--- config.mk ---
export PLATFORM = sky130hd
export DESIGN_NAME = tas_auth_status
export DESIGN_NICKNAME = d
export VERILOG_FILES = /design/src/inc/tas_pkg.sv /design/src/rtl/tas_auth_status.sv
export SDC_FILE = /design/constraint.sdc
export NUM_CORES = 1
export LEC_CHECK = 0
export ABC_AREA = 0
export BUFFER_PORTS_ARGS = -buffer_cell sky130_fd_sc_hd__buf_2
export CAP_MARGIN = 5
export CORE_UTILIZATION = 49
export CTS_CLUSTER_SIZE = 20
export DETAILED_ROUTE_END_ITERATION = 6
export HOLD_SLACK_MARGIN = 0.06
export PLACE_DENSITY = 0.85
export SYNTH_ARGS = -nofsm -noshare
export SYNTH_HDL_FRONTEND = slang
export SYNTH_SLANG_ARGS = --single-unit
--- constraint.sdc ---
create_clock -name clk_sys -period 2.14 [get_ports clk_sys]
set_input_delay 0.428 -clock clk_sys [delete_from_list [all_inputs] [get_ports clk_sys]]
set_output_delay 0.428 -clock clk_sys [all_outputs]
set_load 0.01 [all_outputs]
--- src/inc/tas_pkg.sv ---
// Purpose: constants for the trace authentication status register block
// Assumes: classic Wishbone slave, 32-bit data, byte addresses
// Notes:   offsets are word aligned

package tas_pkg;

    localparam int          WB_AW          = 8;
    localparam logic [7:0]  AUTH_OFS       = 8'hB8;
    localparam logic [7:0]  CFG_OFS        = 8'h00;
    localparam logic [7:0]  SYNC_OFS       = 8'h04;

    // field positions in the status word
    localparam int          SECURE_NONINVASIVE_STATE_LSB       = 6;
    localparam int          SID_LSB        = 4;
    localparam int          NONSECURE_NONINVASIVE_STATE_LSB      = 2;
    localparam int          NONSECURE_INVASIVE_STATE_LSB       = 0;

    // field codes
    localparam logic [1:0]  LVL_ABSENT     = 2'h0;
    localparam logic [1:0]  LVL_DISABLED   = 2'h2;
    localparam logic [1:0]  LVL_ENABLED    = 2'h3;
    localparam logic [1:0]  INV_NONE       = 2'h0;

    // profile select codes in the configuration register
    localparam logic [2:0]  PROF_OLD_SEC   = 3'h0;
    localparam logic [2:0]  PROF_OLD_NOSEC = 3'h1;
    localparam logic [2:0]  PROF_NEW_HEL   = 3'h2;
    localparam logic [2:0]  PROF_NEW_NOHEL = 3'h3;
    localparam logic [2:0]  PROF_RT32      = 3'h4;
    localparam logic [2:0]  PROF_RT64      = 3'h5;
    localparam logic [2:0]  PROF_MCU       = 3'h6;

    // configuration register layout
    localparam int          CFG_PROF_LSB   = 0;
    localparam int          CFG_TRF_BIT    = 4;
    localparam int          CFG_NONSECURE_NONINVASIVE_STATE_BIT  = 5;
    localparam logic [5:0]  CFG_RESET      = 6'h20;

    localparam logic [31:0] AUTH_RESET     = 32'h0000_0000;

endpackage

--- src/rtl/tas_auth_status.sv ---
// Purpose: authentication status fields of a trace unit, read over Wishbone
// Assumes: enable inputs come from pins; security state from the processor
// Notes:   writes to the status word are ignored; config register chooses profile
//
// The implementer's own choices: the register addresses and the Wishbone register port.

`timescale 1ns/10ps

module tas_auth_status
(
    input  wire logic                       clk_sys,
    input  wire logic                       rst_n,
    input  wire logic [tas_pkg::WB_AW-1:0]  wb_adr_i,
    input  wire logic [31:0]                wb_dat_i,
    output logic      [31:0]                wb_dat_o,
    input  wire logic                       wb_we_i,
    input  wire logic [3:0]                 wb_sel_i,
    input  wire logic                       wb_cyc_i,
    input  wire logic                       wb_stb_i,
    output logic                            wb_ack_o,
    input  wire logic                       secure_invasive_enable_input,
    input  wire logic                       secure_noninvasive_enable_input,
    input  wire logic                       nonsecure_invasive_enable_input,
    input  wire logic                       nonsecure_noninvasive_enable_input,
    input  wire logic                       processor_secure_state,
    input  wire logic [1:0]                 proc_auth_secure_noninvasive,
    input  wire logic [1:0]                 proc_auth_nonsecure_noninvasive,
    input  wire logic                       debug_auth_override_control,
    input  wire logic                       override_secure_noninvasive,
    input  wire logic                       context_sync_event,
    output logic                            trace_prohibited
);
    import tas_pkg::*;

    // three-stage synchronisers for pin inputs
    logic [2:0] s_ni_q;
    logic [2:0] s_i_q;
    logic [2:0] ns_ni_q;
    logic [2:0] ns_i_q;
    logic [2:0] sec_q;
    logic       s_ni_st_q;
    logic       s_i_st_q;
    logic       ns_ni_st_q;
    logic       ns_i_st_q;
    logic       sec_st_q;

    always_ff @(posedge clk_sys)
    begin
        if (!rst_n)
            s_ni_q <= 3'h0;
        else
            s_ni_q <= {s_ni_q[1:0], secure_noninvasive_enable_input};
    end

    always_ff @(posedge clk_sys)
    begin
        if (!rst_n)
            s_i_q <= 3'h0;
        else
            s_i_q <= {s_i_q[1:0], secure_invasive_enable_input};
    end

    always_ff @(posedge clk_sys)
    begin
        if (!rst_n)
            ns_ni_q <= 3'h0;
        else
            ns_ni_q <= {ns_ni_q[1:0], nonsecure_noninvasive_enable_input};
    end

    always_ff @(posedge clk_sys)
    begin
        if (!rst_n)
            ns_i_q <= 3'h0;
        else
            ns_i_q <= {ns_i_q[1:0], nonsecure_invasive_enable_input};
    end

    always_ff @(posedge clk_sys)
    begin
        if (!rst_n)
            sec_q <= 3'h0;
        else
            sec_q <= {sec_q[1:0], processor_secure_state};
    end

    // a change counts once stages two and three agree, so a glitch never lands
    always_ff @(posedge clk_sys)
    begin
        if (!rst_n)
            s_ni_st_q <= 1'b0;
        else if (s_ni_q[1] == s_ni_q[2])
            s_ni_st_q <= s_ni_q[2];
    end

    always_ff @(posedge clk_sys)
    begin
        if (!rst_n)
            s_i_st_q <= 1'b0;
        else if (s_i_q[1] == s_i_q[2])
            s_i_st_q <= s_i_q[2];
    end

    always_ff @(posedge clk_sys)
    begin
        if (!rst_n)
            ns_ni_st_q <= 1'b0;
        else if (ns_ni_q[1] == ns_ni_q[2])
            ns_ni_st_q <= ns_ni_q[2];
    end

    always_ff @(posedge clk_sys)
    begin
        if (!rst_n)
            ns_i_st_q <= 1'b0;
        else if (ns_i_q[1] == ns_i_q[2])
            ns_i_st_q <= ns_i_q[2];
    end

    always_ff @(posedge clk_sys)
    begin
        if (!rst_n)
            sec_st_q <= 1'b0;
        else if (sec_q[1] == sec_q[2])
            sec_st_q <= sec_q[2];
    end

    function automatic logic [1:0] lvl_code(input logic en);
        lvl_code = en ? LVL_ENABLED : LVL_DISABLED;
    endfunction

    logic [5:0]  cfg_q;
    logic        sync_pend_q;
    logic [31:0] auth_q;
    logic [1:0]  secure_noninvasive_state_d;
    logic [1:0]  nonsecure_noninvasive_state_d;
    logic        s_perm;
    logic        ns_perm;
    logic [2:0]  prof;
    logic        trf;

    assign prof = cfg_q[CFG_PROF_LSB +: 3];
    assign trf  = cfg_q[CFG_TRF_BIT];

    // nonsecure permitted if either enable given; trace filtering always permits it
    always_comb
    begin
        ns_perm = ns_i_st_q | ns_ni_st_q | trf;
    end

    // outside the MCU override, secure also needs the nonsecure level, so filtering feeds through here too
    always_comb
    begin
        s_perm = (s_i_st_q | s_ni_st_q) & ns_perm;
        if (prof == PROF_MCU && debug_auth_override_control)
            s_perm = override_secure_noninvasive;
    end

    always_comb
    begin
        secure_noninvasive_state_d = LVL_ABSENT;
        case (prof)
            PROF_OLD_SEC, PROF_NEW_HEL, PROF_MCU:
                secure_noninvasive_state_d = lvl_code(s_perm);
            PROF_OLD_NOSEC:
                secure_noninvasive_state_d = lvl_code(ns_perm);
            PROF_NEW_NOHEL, PROF_RT64:
            begin
                if (sec_st_q)
                    secure_noninvasive_state_d = lvl_code(s_perm);
            end
            PROF_RT32:
                secure_noninvasive_state_d = LVL_ABSENT;
            default:
                secure_noninvasive_state_d = LVL_ABSENT;
        endcase
        if (trf)
            secure_noninvasive_state_d = proc_auth_secure_noninvasive;
    end

    // field may be left unimplemented by the config bit, whatever the profile
    always_comb
    begin
        nonsecure_noninvasive_state_d = LVL_ABSENT;
        case (prof)
            PROF_OLD_SEC, PROF_NEW_HEL, PROF_MCU:
                nonsecure_noninvasive_state_d = lvl_code(ns_perm);
            PROF_OLD_NOSEC:
                nonsecure_noninvasive_state_d = LVL_ABSENT;
            PROF_NEW_NOHEL, PROF_RT64:
            begin
                if (!sec_st_q)
                    nonsecure_noninvasive_state_d = lvl_code(ns_perm);
            end
            PROF_RT32:
            begin
                if (!sec_st_q)
                    nonsecure_noninvasive_state_d = lvl_code(ns_perm);
            end
            default:
                nonsecure_noninvasive_state_d = LVL_ABSENT;
        endcase
        if (trf)
            nonsecure_noninvasive_state_d = proc_auth_nonsecure_noninvasive;
        if (!cfg_q[CFG_NONSECURE_NONINVASIVE_STATE_BIT])
            nonsecure_noninvasive_state_d = LVL_ABSENT;
    end

    // constants the logic cannot serve are refused at elaboration
    if (WB_AW < 8)
    begin : g_chk_aw
        $error("address bus too narrow for the register offsets");
    end

    if (SECURE_NONINVASIVE_STATE_LSB != SID_LSB + 2 || SID_LSB != NONSECURE_NONINVASIVE_STATE_LSB + 2 || NONSECURE_NONINVASIVE_STATE_LSB != NONSECURE_INVASIVE_STATE_LSB + 2)
    begin : g_chk_fields
        $error("status fields overlap or leave gaps");
    end

    if (SECURE_NONINVASIVE_STATE_LSB + 2 > 32)
    begin : g_chk_word
        $error("status fields outside the 32-bit word");
    end

    if (CFG_TRF_BIT >= 6 || CFG_NONSECURE_NONINVASIVE_STATE_BIT >= 6 || CFG_PROF_LSB + 3 > 6)
    begin : g_chk_cfg
        $error("config fields outside the config register");
    end

    if (AUTH_OFS == CFG_OFS || AUTH_OFS == SYNC_OFS || CFG_OFS == SYNC_OFS)
    begin : g_chk_ofs
        $error("register offsets alias");
    end

    // bus view only follows inputs after reset or a sync event, as a separate access path may lag
    always_ff @(posedge clk_sys)
    begin
        if (!rst_n)
            sync_pend_q <= 1'b1;
        else
            sync_pend_q <= context_sync_event;
    end

    always_ff @(posedge clk_sys)
    begin
        if (!rst_n)
            auth_q <= AUTH_RESET;
        else if (sync_pend_q)
        begin
            auth_q                         <= 32'h0000_0000;
            auth_q[SECURE_NONINVASIVE_STATE_LSB +: 2]          <= secure_noninvasive_state_d;
            auth_q[SID_LSB +: 2]           <= INV_NONE;
            auth_q[NONSECURE_NONINVASIVE_STATE_LSB +: 2]         <= nonsecure_noninvasive_state_d;
            auth_q[NONSECURE_INVASIVE_STATE_LSB +: 2]          <= INV_NONE;
        end
    end

    // in the MCU profile only, secure disabled blocks trace while in secure state
    always_ff @(posedge clk_sys)
    begin
        if (!rst_n)
            trace_prohibited <= 1'b0;
        else
            trace_prohibited <= (prof == PROF_MCU) && sec_st_q && !s_perm;
    end

    // wishbone slave, one wait state then ack
    logic req;
    assign req = wb_cyc_i & wb_stb_i & ~wb_ack_o;

    always_ff @(posedge clk_sys)
    begin
        if (!rst_n)
            wb_ack_o <= 1'b0;
        else
            wb_ack_o <= req;
    end

    // only the low byte lane carries config bits; other offsets ignore writes
    logic        cfg_wr;
    logic [31:0] rd_word;

    assign cfg_wr = req && wb_we_i && wb_sel_i[0] && (wb_adr_i == CFG_OFS);

    always_ff @(posedge clk_sys)
    begin
        if (!rst_n)
            cfg_q <= CFG_RESET;
        else if (cfg_wr)
            cfg_q <= wb_dat_i[5:0];
    end

    // unmapped offsets read as zero and are still acked
    always_comb
    begin
        case (wb_adr_i)
            AUTH_OFS:
                rd_word = auth_q;
            CFG_OFS:
                rd_word = {26'h0, cfg_q};
            SYNC_OFS:
                rd_word = {27'h0, sec_st_q, s_ni_st_q, s_i_st_q, ns_ni_st_q, ns_i_st_q};
            default:
                rd_word = 32'h0000_0000;
        endcase
    end

    always_ff @(posedge clk_sys)
    begin
        if (!rst_n)
            wb_dat_o <= 32'h0000_0000;
        else if (req && !wb_we_i)
            wb_dat_o <= rd_word;
    end

endmodule

# Yosys cells after proc, flatten, opt, wreduce, memory -nomap -nowiden
# Cells that the tools add are included.
# op_classes
n_addsub,0
n_mul,0
div_mod_pow,0
magnitude_cmp,0
eq_ne,13
shift,0
muxes,11
n_bitwise,7
n_reduce_logical,14
# op_table
cell,count
8-bit case mux with 3 select lines,1
2-bit two-way mux,5
"3-bit == test, second input constant",3
"8-bit by 3-bit == test with 1-bit output, second input constant",1
"8-bit == test, second input constant",1
8-bit logical NOT,1
1-bit logical AND,7
"3-bit by 2-bit == test with 1-bit output, second input constant",2
2-bit case mux with 3 select lines,1
3-bit OR reduction,2
1-bit == test,5
2-bit case mux with 2 select lines,1
1-bit bitwise AND,3
"3-bit by 1-bit == test with 1-bit output, second input constant",1
3-bit logical NOT,1
1-bit two-way mux,3
1-bit OR,3
1-bit logical NOT,2
2-bit OR reduction,1
1-bit inverter,1
# word_totals
reg_bits,65
latchBits,0
mem_bits_rw,0
mem_bits_ro,0
input_bits,61
output_inout_bits,34
elab_cells,61
memories,0

# Longest topological paths before layout
# Gate-level depths: netlist of run 1.
# depth
word_depth,8
depth_mapped,5
depth_no_buf,4

# Least setup slack after synthesis of run 1
# Ideal clock, no wire load.
# synth_timing
path_kind,input to register
start,input port wb_adr_i[3] (netlist name)
end,register wb_dat_o[3]
setup_ns,0.069
arrival_time_ns,1.371
required_time_ns,2.071
path_slack_ns,0.700
path_stages,4
path_buffers,0
cell_sequence,or4_4 nor4b_2 a311oi_1 o21ai_1
# synth_via
elab_chain_len,2
word_cells_on_any_way,4
classes_between,eq/ne (2); mux (1); reduce/logical (1)
# synth_rtl
item,line,rtl
from (decl),tas_auth_status.sv:13,"input wire logic [tas_pkg::WB_AW-1:0] wb_adr_i,"
"8-bit by 3-bit == test with 1-bit output, or another cell as far along",tas_auth_status.sv:296,case (wb_adr_i)
8-bit case mux with 3 select lines (*),tas_auth_status.sv:296,
to (signal assigned),tas_auth_status.sv:313,wb_dat_o <= rd_word;
to (decl),tas_auth_status.sv:15,"output logic [31:0] wb_dat_o,"
# Every way passes the cells marked *; elsewhere a longest branch is shown, timed or not.
# A chain may end at the register's enable or synchronous reset.

# Worst setup path in the final report of run 1
# layout_timing
start,input port wb_adr_i[2] (netlist name)
end,register cfg_q[2]
# layout_via
elab_chain_len,2
# layout_rtl
item,line,rtl
8-bit logical NOT,tas_auth_status.sv:283,assign cfg_wr = req && wb_we_i && wb_sel_i[0] && (wb_adr_i == CFG_OFS);
1-bit logical AND,tas_auth_status.sv:283,
to (signal assigned),tas_auth_status.sv:290,cfg_q <= wb_dat_i[5:0];
to (decl),tas_auth_status.sv:132,logic [5:0] cfg_q;
# Every way passes these cells.

==> flow_summary_export.csv, run 1 <==
group,metric,value,unit
outcome,run_status,"completed",
floorplan,io_pins,95,
synthesis,netlist_instances,215,
pwr,p_total,1.43,mW
routing,drt_pass1_iterations,4,
clocking,cts_made_buffers,5,
clocking,cts_htree_levels,2,
synthesis,synth.yosys.seq_area_share,43.5,%
sta,fmax,715,MHz
sta,maxSlewViolCount,0,
placed_design,numPortBuffers,41,
clocking,cts_tree,"done",
final_layout,syn2layout_area_growth,12.2,%
routing,drtIter0Drc,65,
global_route,grt_pass1_wl,6040,um
pwr,leakagePower,0.866,nW
floorplan,die_area,0.00410,mm2
sta,fin_hold_ws,0.307,ns
sta,rsz0062_at_grt,"false",
floorplan,die_h,64.0,um
routing,wl,3690,um
floorplan,fp.dieW,64.0,um
clocking,clkSinkCount,41,
sta,finalSetupViolations,0,
critical_path,reg2reg_slack,0.75,ns
final_layout,final_cell_mix,"41 x dfxtp_1, 41 x buf_2, 24 x conb_1, 18 x o21ai_0, 17 x and2_1",
synthesis,ys_async_sr_fraction,0,%
final_layout,drive_gt1_share,22.4,%
sta,tns,0,ns
final_layout,num_antenna_cells,0,
clocking,cts_root_buffer,"clkbuf_8",
clocking,worstSkewPairLatency,0.30,ns
routing,drtAntennaViolNets,0,
sta,hold_violations,0,
global_route,antenna_found_initial,0,
global_route,grt_max_degree,27,
min_path,whs_path_depth,2,
clocking,ctsHoldBuffers,0,
clocking,clock_path_buffers,2,
global_route,grt_pass1_vias,1331,
pwr,peakVddDrop,0.502,mV
sta,min_period_over_period,65.4,%
floorplan,std_cell_rows,22,
routing,drc,0,
critical_path,critical_path_arrival,1.57,ns
synthesis,synth-seq-cells,41,
critical_path,worst_setup_path_start_kind,"input port",
synthesis,ys_warn_count,0,
placed_design,hpwlAfterDp,2660,um
routing,wl_per_cell,12.2,um
final_layout,nFillCells,345,
critical_path,crit_fanout,11,
placed_design,gp_congestion,0.918,
floorplan,initial_core_util,51.1,%
floorplan,core_area,0.00369,mm2
synthesis,syn_area_per_cell,8.77,um2
synthesis,ys.flop_type,"dfxtp_1",
sta,fin_crit,1.40,ns
pwr,cellPowerDensity,674,mW/mm2
clocking,cts.repair.resized,0,
global_route,grtUsageTotal,19.4,%
critical_path,endpoint_kind,"flop",
min_path,min_path_type,"in2reg",
synthesis,ys_types,41,
clocking,clk_pin_slew,0.08,ns
routing,viasPerCell,5.12,
critical_path,ff2ff_path_depth,3,
flow_run,drv_cap,0,
synthesis,netlist_area,0.00189,mm2
critical_path,path_class,"in2reg",
routing,vias,1546,
global_route,grt_overflow,0,
sta,skew,0.00737,ns
synthesis,synth_edf_count,0,
critical_path,required,2.31,ns
final_layout,layout.nets,314,
clocking,cts_setup_buffers,0,
layout make-up:
type / instances / area [um2] / share of cell area (%)
repair buffers: 43 / 220 / 10.4
clock buffers: 5 / 68.8 / 3.25
well taps: 48 / 60.1 / 2.84
inverters: 5 / 18.8 / 0.887
flip-flops and latches: 41 / 821 / 38.8
multi-input cells: 157 / 902 / 42.6
clock inverters: 3 / 25.0 / 1.18
per-layer routing:
layer | GRT usage [%] | vias up | wire, um
met2 | 28.7 | 51 | 1650
met4 | 9.09 | 0 | 64
met5 | 0 | - | 0
met3 | 5.00 | 6 | 208
li1 | - | 784 | -
met1 | 26.2 | 705 | 1770
logic make-up (layout without fill, tap and decap cells):
logic type	Yosys count	in the layout	share of synthesized area [%]
compound gates	47	47	14.5
xor+xnor	1	1	0.465
buf+inv	40	56	13.2
flops	41	41	43.5
mux	5	5	2.85
other cells	1	24	0.199
simple gates	80	80	25.2
worst max-delay path: stages:
cell and delay [ns]:
buf_2 0.17, nor4b_1 0.35, nand4_1 0.27, o21ai_0 0.25
a21oi_1 0.10
sequential cells by signal, summed over array words and instances (netlist names), 3 cells and up:
name	flops
wb_dat_o	8
sec_q	3
s_i_q	3
ns_ni_q	3
s_ni_q	3
ns_i_q	3
cfg_q	6
auth_q	4
stage by stage:
step | std cells | util (%) | area [um2] | setup WS, ns
after CTS | 302 | 57.4 | 2120 | 0.771
after floorplan | 238 | - | 1970 | 0.700
after global routing | 302 | 57.4 | 2120 | 0.542
after detailed placement | 294 | 54.8 | 2020 | 0.465
final | 302 | 57.4 | 2120 | 0.741
after global placement | 294 | 54.8 | 2020 | 0.515
worst paths after layout:
kind | from | to
worst max-delay path | wb_adr_i[2] | cfg_q[2]
worst min-delay path | context_sync_event | sync_pend_q
worst max register to register | cfg_q[4] | trace_prohibited
worst min register to register | ns_i_q[0] | ns_i_q[1]
report_power, final:
part	switching [mW]	internal, mW	total [mW]	leakage, nW
Combinational	0.0631	0.0398	0.103	0.487
Clock	0.298	0.238	0.535	0.0452
Sequential	0.00954	0.779	0.789	0.334
Yosys cell counts (2+ instances only):
library cell   n  share of area [%]
mux2i_1        2                1.1
nand2b_1       6                2.0
nand2_1       11                2.2
inv_1          4               0.80
dfxtp_1       41                 44
nor4b_1        3                1.4
nand3b_1       3                1.2
buf_2          4                1.1
mux2_2         3                1.8
nor4_1         4                1.3
a21oi_1       15                4.0
a32oi_1        5                2.3
clkbuf_1       6                1.2
nor2_1        10                2.0
a31oi_1        2               0.66
buf_4         25                 10
nand3_1       10                2.7
and2_1        17                5.6
nor3_1         3               0.80
o21ai_0       18                4.8
nand4_1        3                1.0
No activity file was read; power rests on OpenSTA's default activity.
==> run 2, diff against run 1 <==
Settings changed: ABC_AREA 0 to 1, CORE_UTILIZATION 49 to 45, PLACE_DENSITY 0.85 to 0.79.
Clock period 2.14 ns to 1.4 ns, I/O delays scaled along.
==> run 2 against run 1 <==
  * Setup slack got worse by 0.57 ns
  * Count of clock-buffer cells in the layout did not move
  * Total power rose by 74%
  * Die area rose by 9.5%
  * Register-to-register slack got worse by 0.58 ns
  * Design area rose by 4.3%
  * Non-clock buffer count did not move
  * Global-route usage fell by 3.4 points
  * Synthesized cell count rose by 17%
  * Synthesized area rose by 0.80%
  * Flip-flop and latch count did not move
  * First-iteration DRC count fell by 1.5%
  * Critical path type is now reg2reg
  * Critical endpoint is now cfg_q[4]
==> flow_summary_export.csv, run 2 <==
group,metric,value,unit
outcome,run_status,"completed",
sta,tns,0,ns
routing,drt_pass1_iterations,4,
placed_design,gp_congestion,0.813,
floorplan,io_pins,95,
final_layout,final_cell_mix,"66 x nand2_1, 41 x dfxtp_1, 41 x buf_2, 25 x inv_1, 24 x conb_1",
sta,hold_violations,0,
synthesis,ys_async_sr_fraction,0,%
pwr,p_total,2.49,mW
placed_design,hpwlAfterDp,2540,um
sta,maxSlewViolCount,0,
routing,drtAntennaViolNets,0,
synthesis,synth.area.top_cells,"dfxtp_1 43%, nand2_1 13%, buf_4 9.5%, inv_1 4.9%, a21oi_1 4.5%",
pwr,peakVddDrop,0.839,mV
floorplan,initial_core_util,47.2,%
final_layout,reg_top3,"wb_dat_o: 8 flops, cfg_q: 6 flops, auth_q: 4 flops",
critical_path,r2r-start,"wb_ack_o",
pwr,internal-power,1.96,mW
sta,rsz0062_at_grt,"false",
clocking,clk_pin_slew,0.08,ns
clocking,cts.repair.resized,0,
clocking,worstSkewPairLatency,0.29,ns
synthesis,ys_types,26,
sta,finalSetupViolations,0,
routing,vias,1573,
pwr,swShare,21.0,%
routing,drtIter0Drc,64,
routing,wl_met3,221,um
synthesis,synth_commonest_cells,"66 x nand2_1, 41 x dfxtp_1, 25 x inv_1",
critical_path,endpoint_kind,"flop",
floorplan,die_area,0.00449,mm2
flow_run,drv_cap,0,
final_layout,finalNonFillerCells,347,
clocking,cts_root_buffer,"clkbuf_8",
synthesis,synth_edf_count,0,
clocking,cts_made_buffers,5,
min_path,hold_start,"processor_secure_state",
placed_design,numPortBuffers,41,
pwr,p_switching,0.523,mW
final_layout,largest_register,"wb_dat_o",
placed_design,dp_cells,339,
synthesis,yosys.area.top_type_share,43.2,%
pwr,combPwrFrac,7.0,%
final_layout,largest_reg_flops,8,
synthesis,netlist_area,0.00190,mm2
global_route,grt_pass1_wl,5260,um
synthesis,ys.flop_type,"dfxtp_1",
critical_path,crit_fanout,10,
clocking,cts_setup_buffers,0,
synthesis,synth.yosys.seq_area_share,43.2,%
synthesis,synth-seq-cells,41,
global_route,grt_max_degree,30,
sta,fin_crit,1.23,ns
global_route,grt_pass1_vias,1289,
critical_path,startpoint,"wb_ack_o",
floorplan,fp.dieW,67.0,um
final_layout,fin_area,0.00221,mm2
critical_path,path_class,"reg2reg",
pwr,seq_power_share,48.5,%
clocking,cts_htree_levels,2,
sta,fmax,810,MHz
clocking,cts_tree,"done",
critical_path,required,1.58,ns
routing,wl,3340,um
final_layout,layout.nets,357,
synthesis,ys_warn_count,0,
clocking,ctsHoldBuffers,0,
sta,skew,0.00559,ns
min_path,min_path_type,"in2reg",
sta,min_period_over_period,88.1,%
synthesis,syn_area_per_cell,7.57,um2
synthesis,synth.most_common_cell,"nand2_1",
sta,fin_hold_ws,0.165,ns
global_route,antenna_found_initial,0,
routing,wl_met1,1430,um
final_layout,layout_commonest_cell,"nand2_1",
routing,highest_layer,"met4",
clocking,clock_path_buffers,2,
final_layout,drive_gt1_share,25.9,%
final_layout,syn2layout_area_growth,16.1,%
routing,drc,0,
synthesis,yosysTopAreaCell,"dfxtp_1",
routing,wl_per_cell,9.62,um
clocking,clkSinkCount,41,
synthesis,netlist_instances,251,
floorplan,std_cell_rows,23,
critical_path,worst_setup_path_start_kind,"flop",
pwr,pwr-share-clk,44.5,%
final_layout,num_antenna_cells,0,
global_route,grt_overflow,0,
pwr,leakagePower,1.17,nW
global_route,grtUsageTotal,16.0,%
floorplan,core_area,0.00403,mm2
pwr,cellPowerDensity,1130,mW/mm2
placed_design,post_dp_cell_area,0.00207,mm2
floorplan,die_h,67.0,um
routing,viasPerCell,4.53,
routing,wl_met2,1650,um
critical_path,critical_path_arrival,1.42,ns
[run 2: changes by cell type after synthesis, sizes merged, moves of 4 or more]
cell and delta:
nand3 +9, o21ai -5, a21oi +8, nor2 +9, nand2 +56, a32oi -5
nor4 -4, nand2b -6, and2 -17, clkbuf -4, nor4b -4, inv +27
[run 2: final cells by class]
class                   count  area [um2]
clock inverters             3        65.1
repair buffers             43         220
inverters                  31         116
fillers                   379        1820
flip-flops and latches     41         821
clock buffers               5        68.8
well taps                  50        62.6
multi-input cells         174         852
[run 2: through the flow]
step / setup WS [ns] / util (%)
floorplan: 0.285 / -
detailed placement: 0.0920 / 51.4
finish: 0.166 / 54.8
global placement: 0.106 / 51.4
global route: 0.0647 / 54.8
CTS: 0.154 / 54.8
[run 2: worst paths after layout]
check,endpoint,slack [ns],depth (start not counted)
setup / recovery,cfg_q[4],0.17,5
hold / removal,sec_q[0],0.16,3
setup reg to reg,cfg_q[4],0.17,5
hold reg to reg,ns_i_q[1],0.42,2
[run 2: logic make-up (layout without fill, tap and decap cells)]
logic type / after synthesis / after routing / synth area share, %
and+or+nand+nor: 112 / 112 / 28.6
buffers and inverters: 59 / 82 / 16.5
AOI/OAI and AO/OA: 37 / 37 / 10.9
DFF: 41 / 41 / 43.2
adders and majority gates: 1 / 1 / 0.527
other: 1 / 24 / 0.197
[run 2: routing by layer]
layer	global-route usage [%]	vias up
met3	6.16	4
li1	-	826
met5	0	-
met4	5.59	0
met2	27.8	46
met1	17.4	697
[run 2: power groups by stage]
stage	Sequential, mW	Clock, mW	Combinational (mW)
6_report	1.21	1.11	0.175
2_1_floorplan	1.23	0	0.156
3_3_place_gp	1.23	0	0.172
4_1_cts	1.21	1.13	0.176
5_1_grt	1.21	1.18	0.200
3_5_place_dp	1.23	0	0.175
[run 2: critical path, stage by stage, from the launching register on]
cell and delay, ns:
dfxtp_1 0.31, nand3b_4 0.17, nor2_1 0.29, nand2_4 0.14, o21ai_1 0.17, a21oi_1 0.06
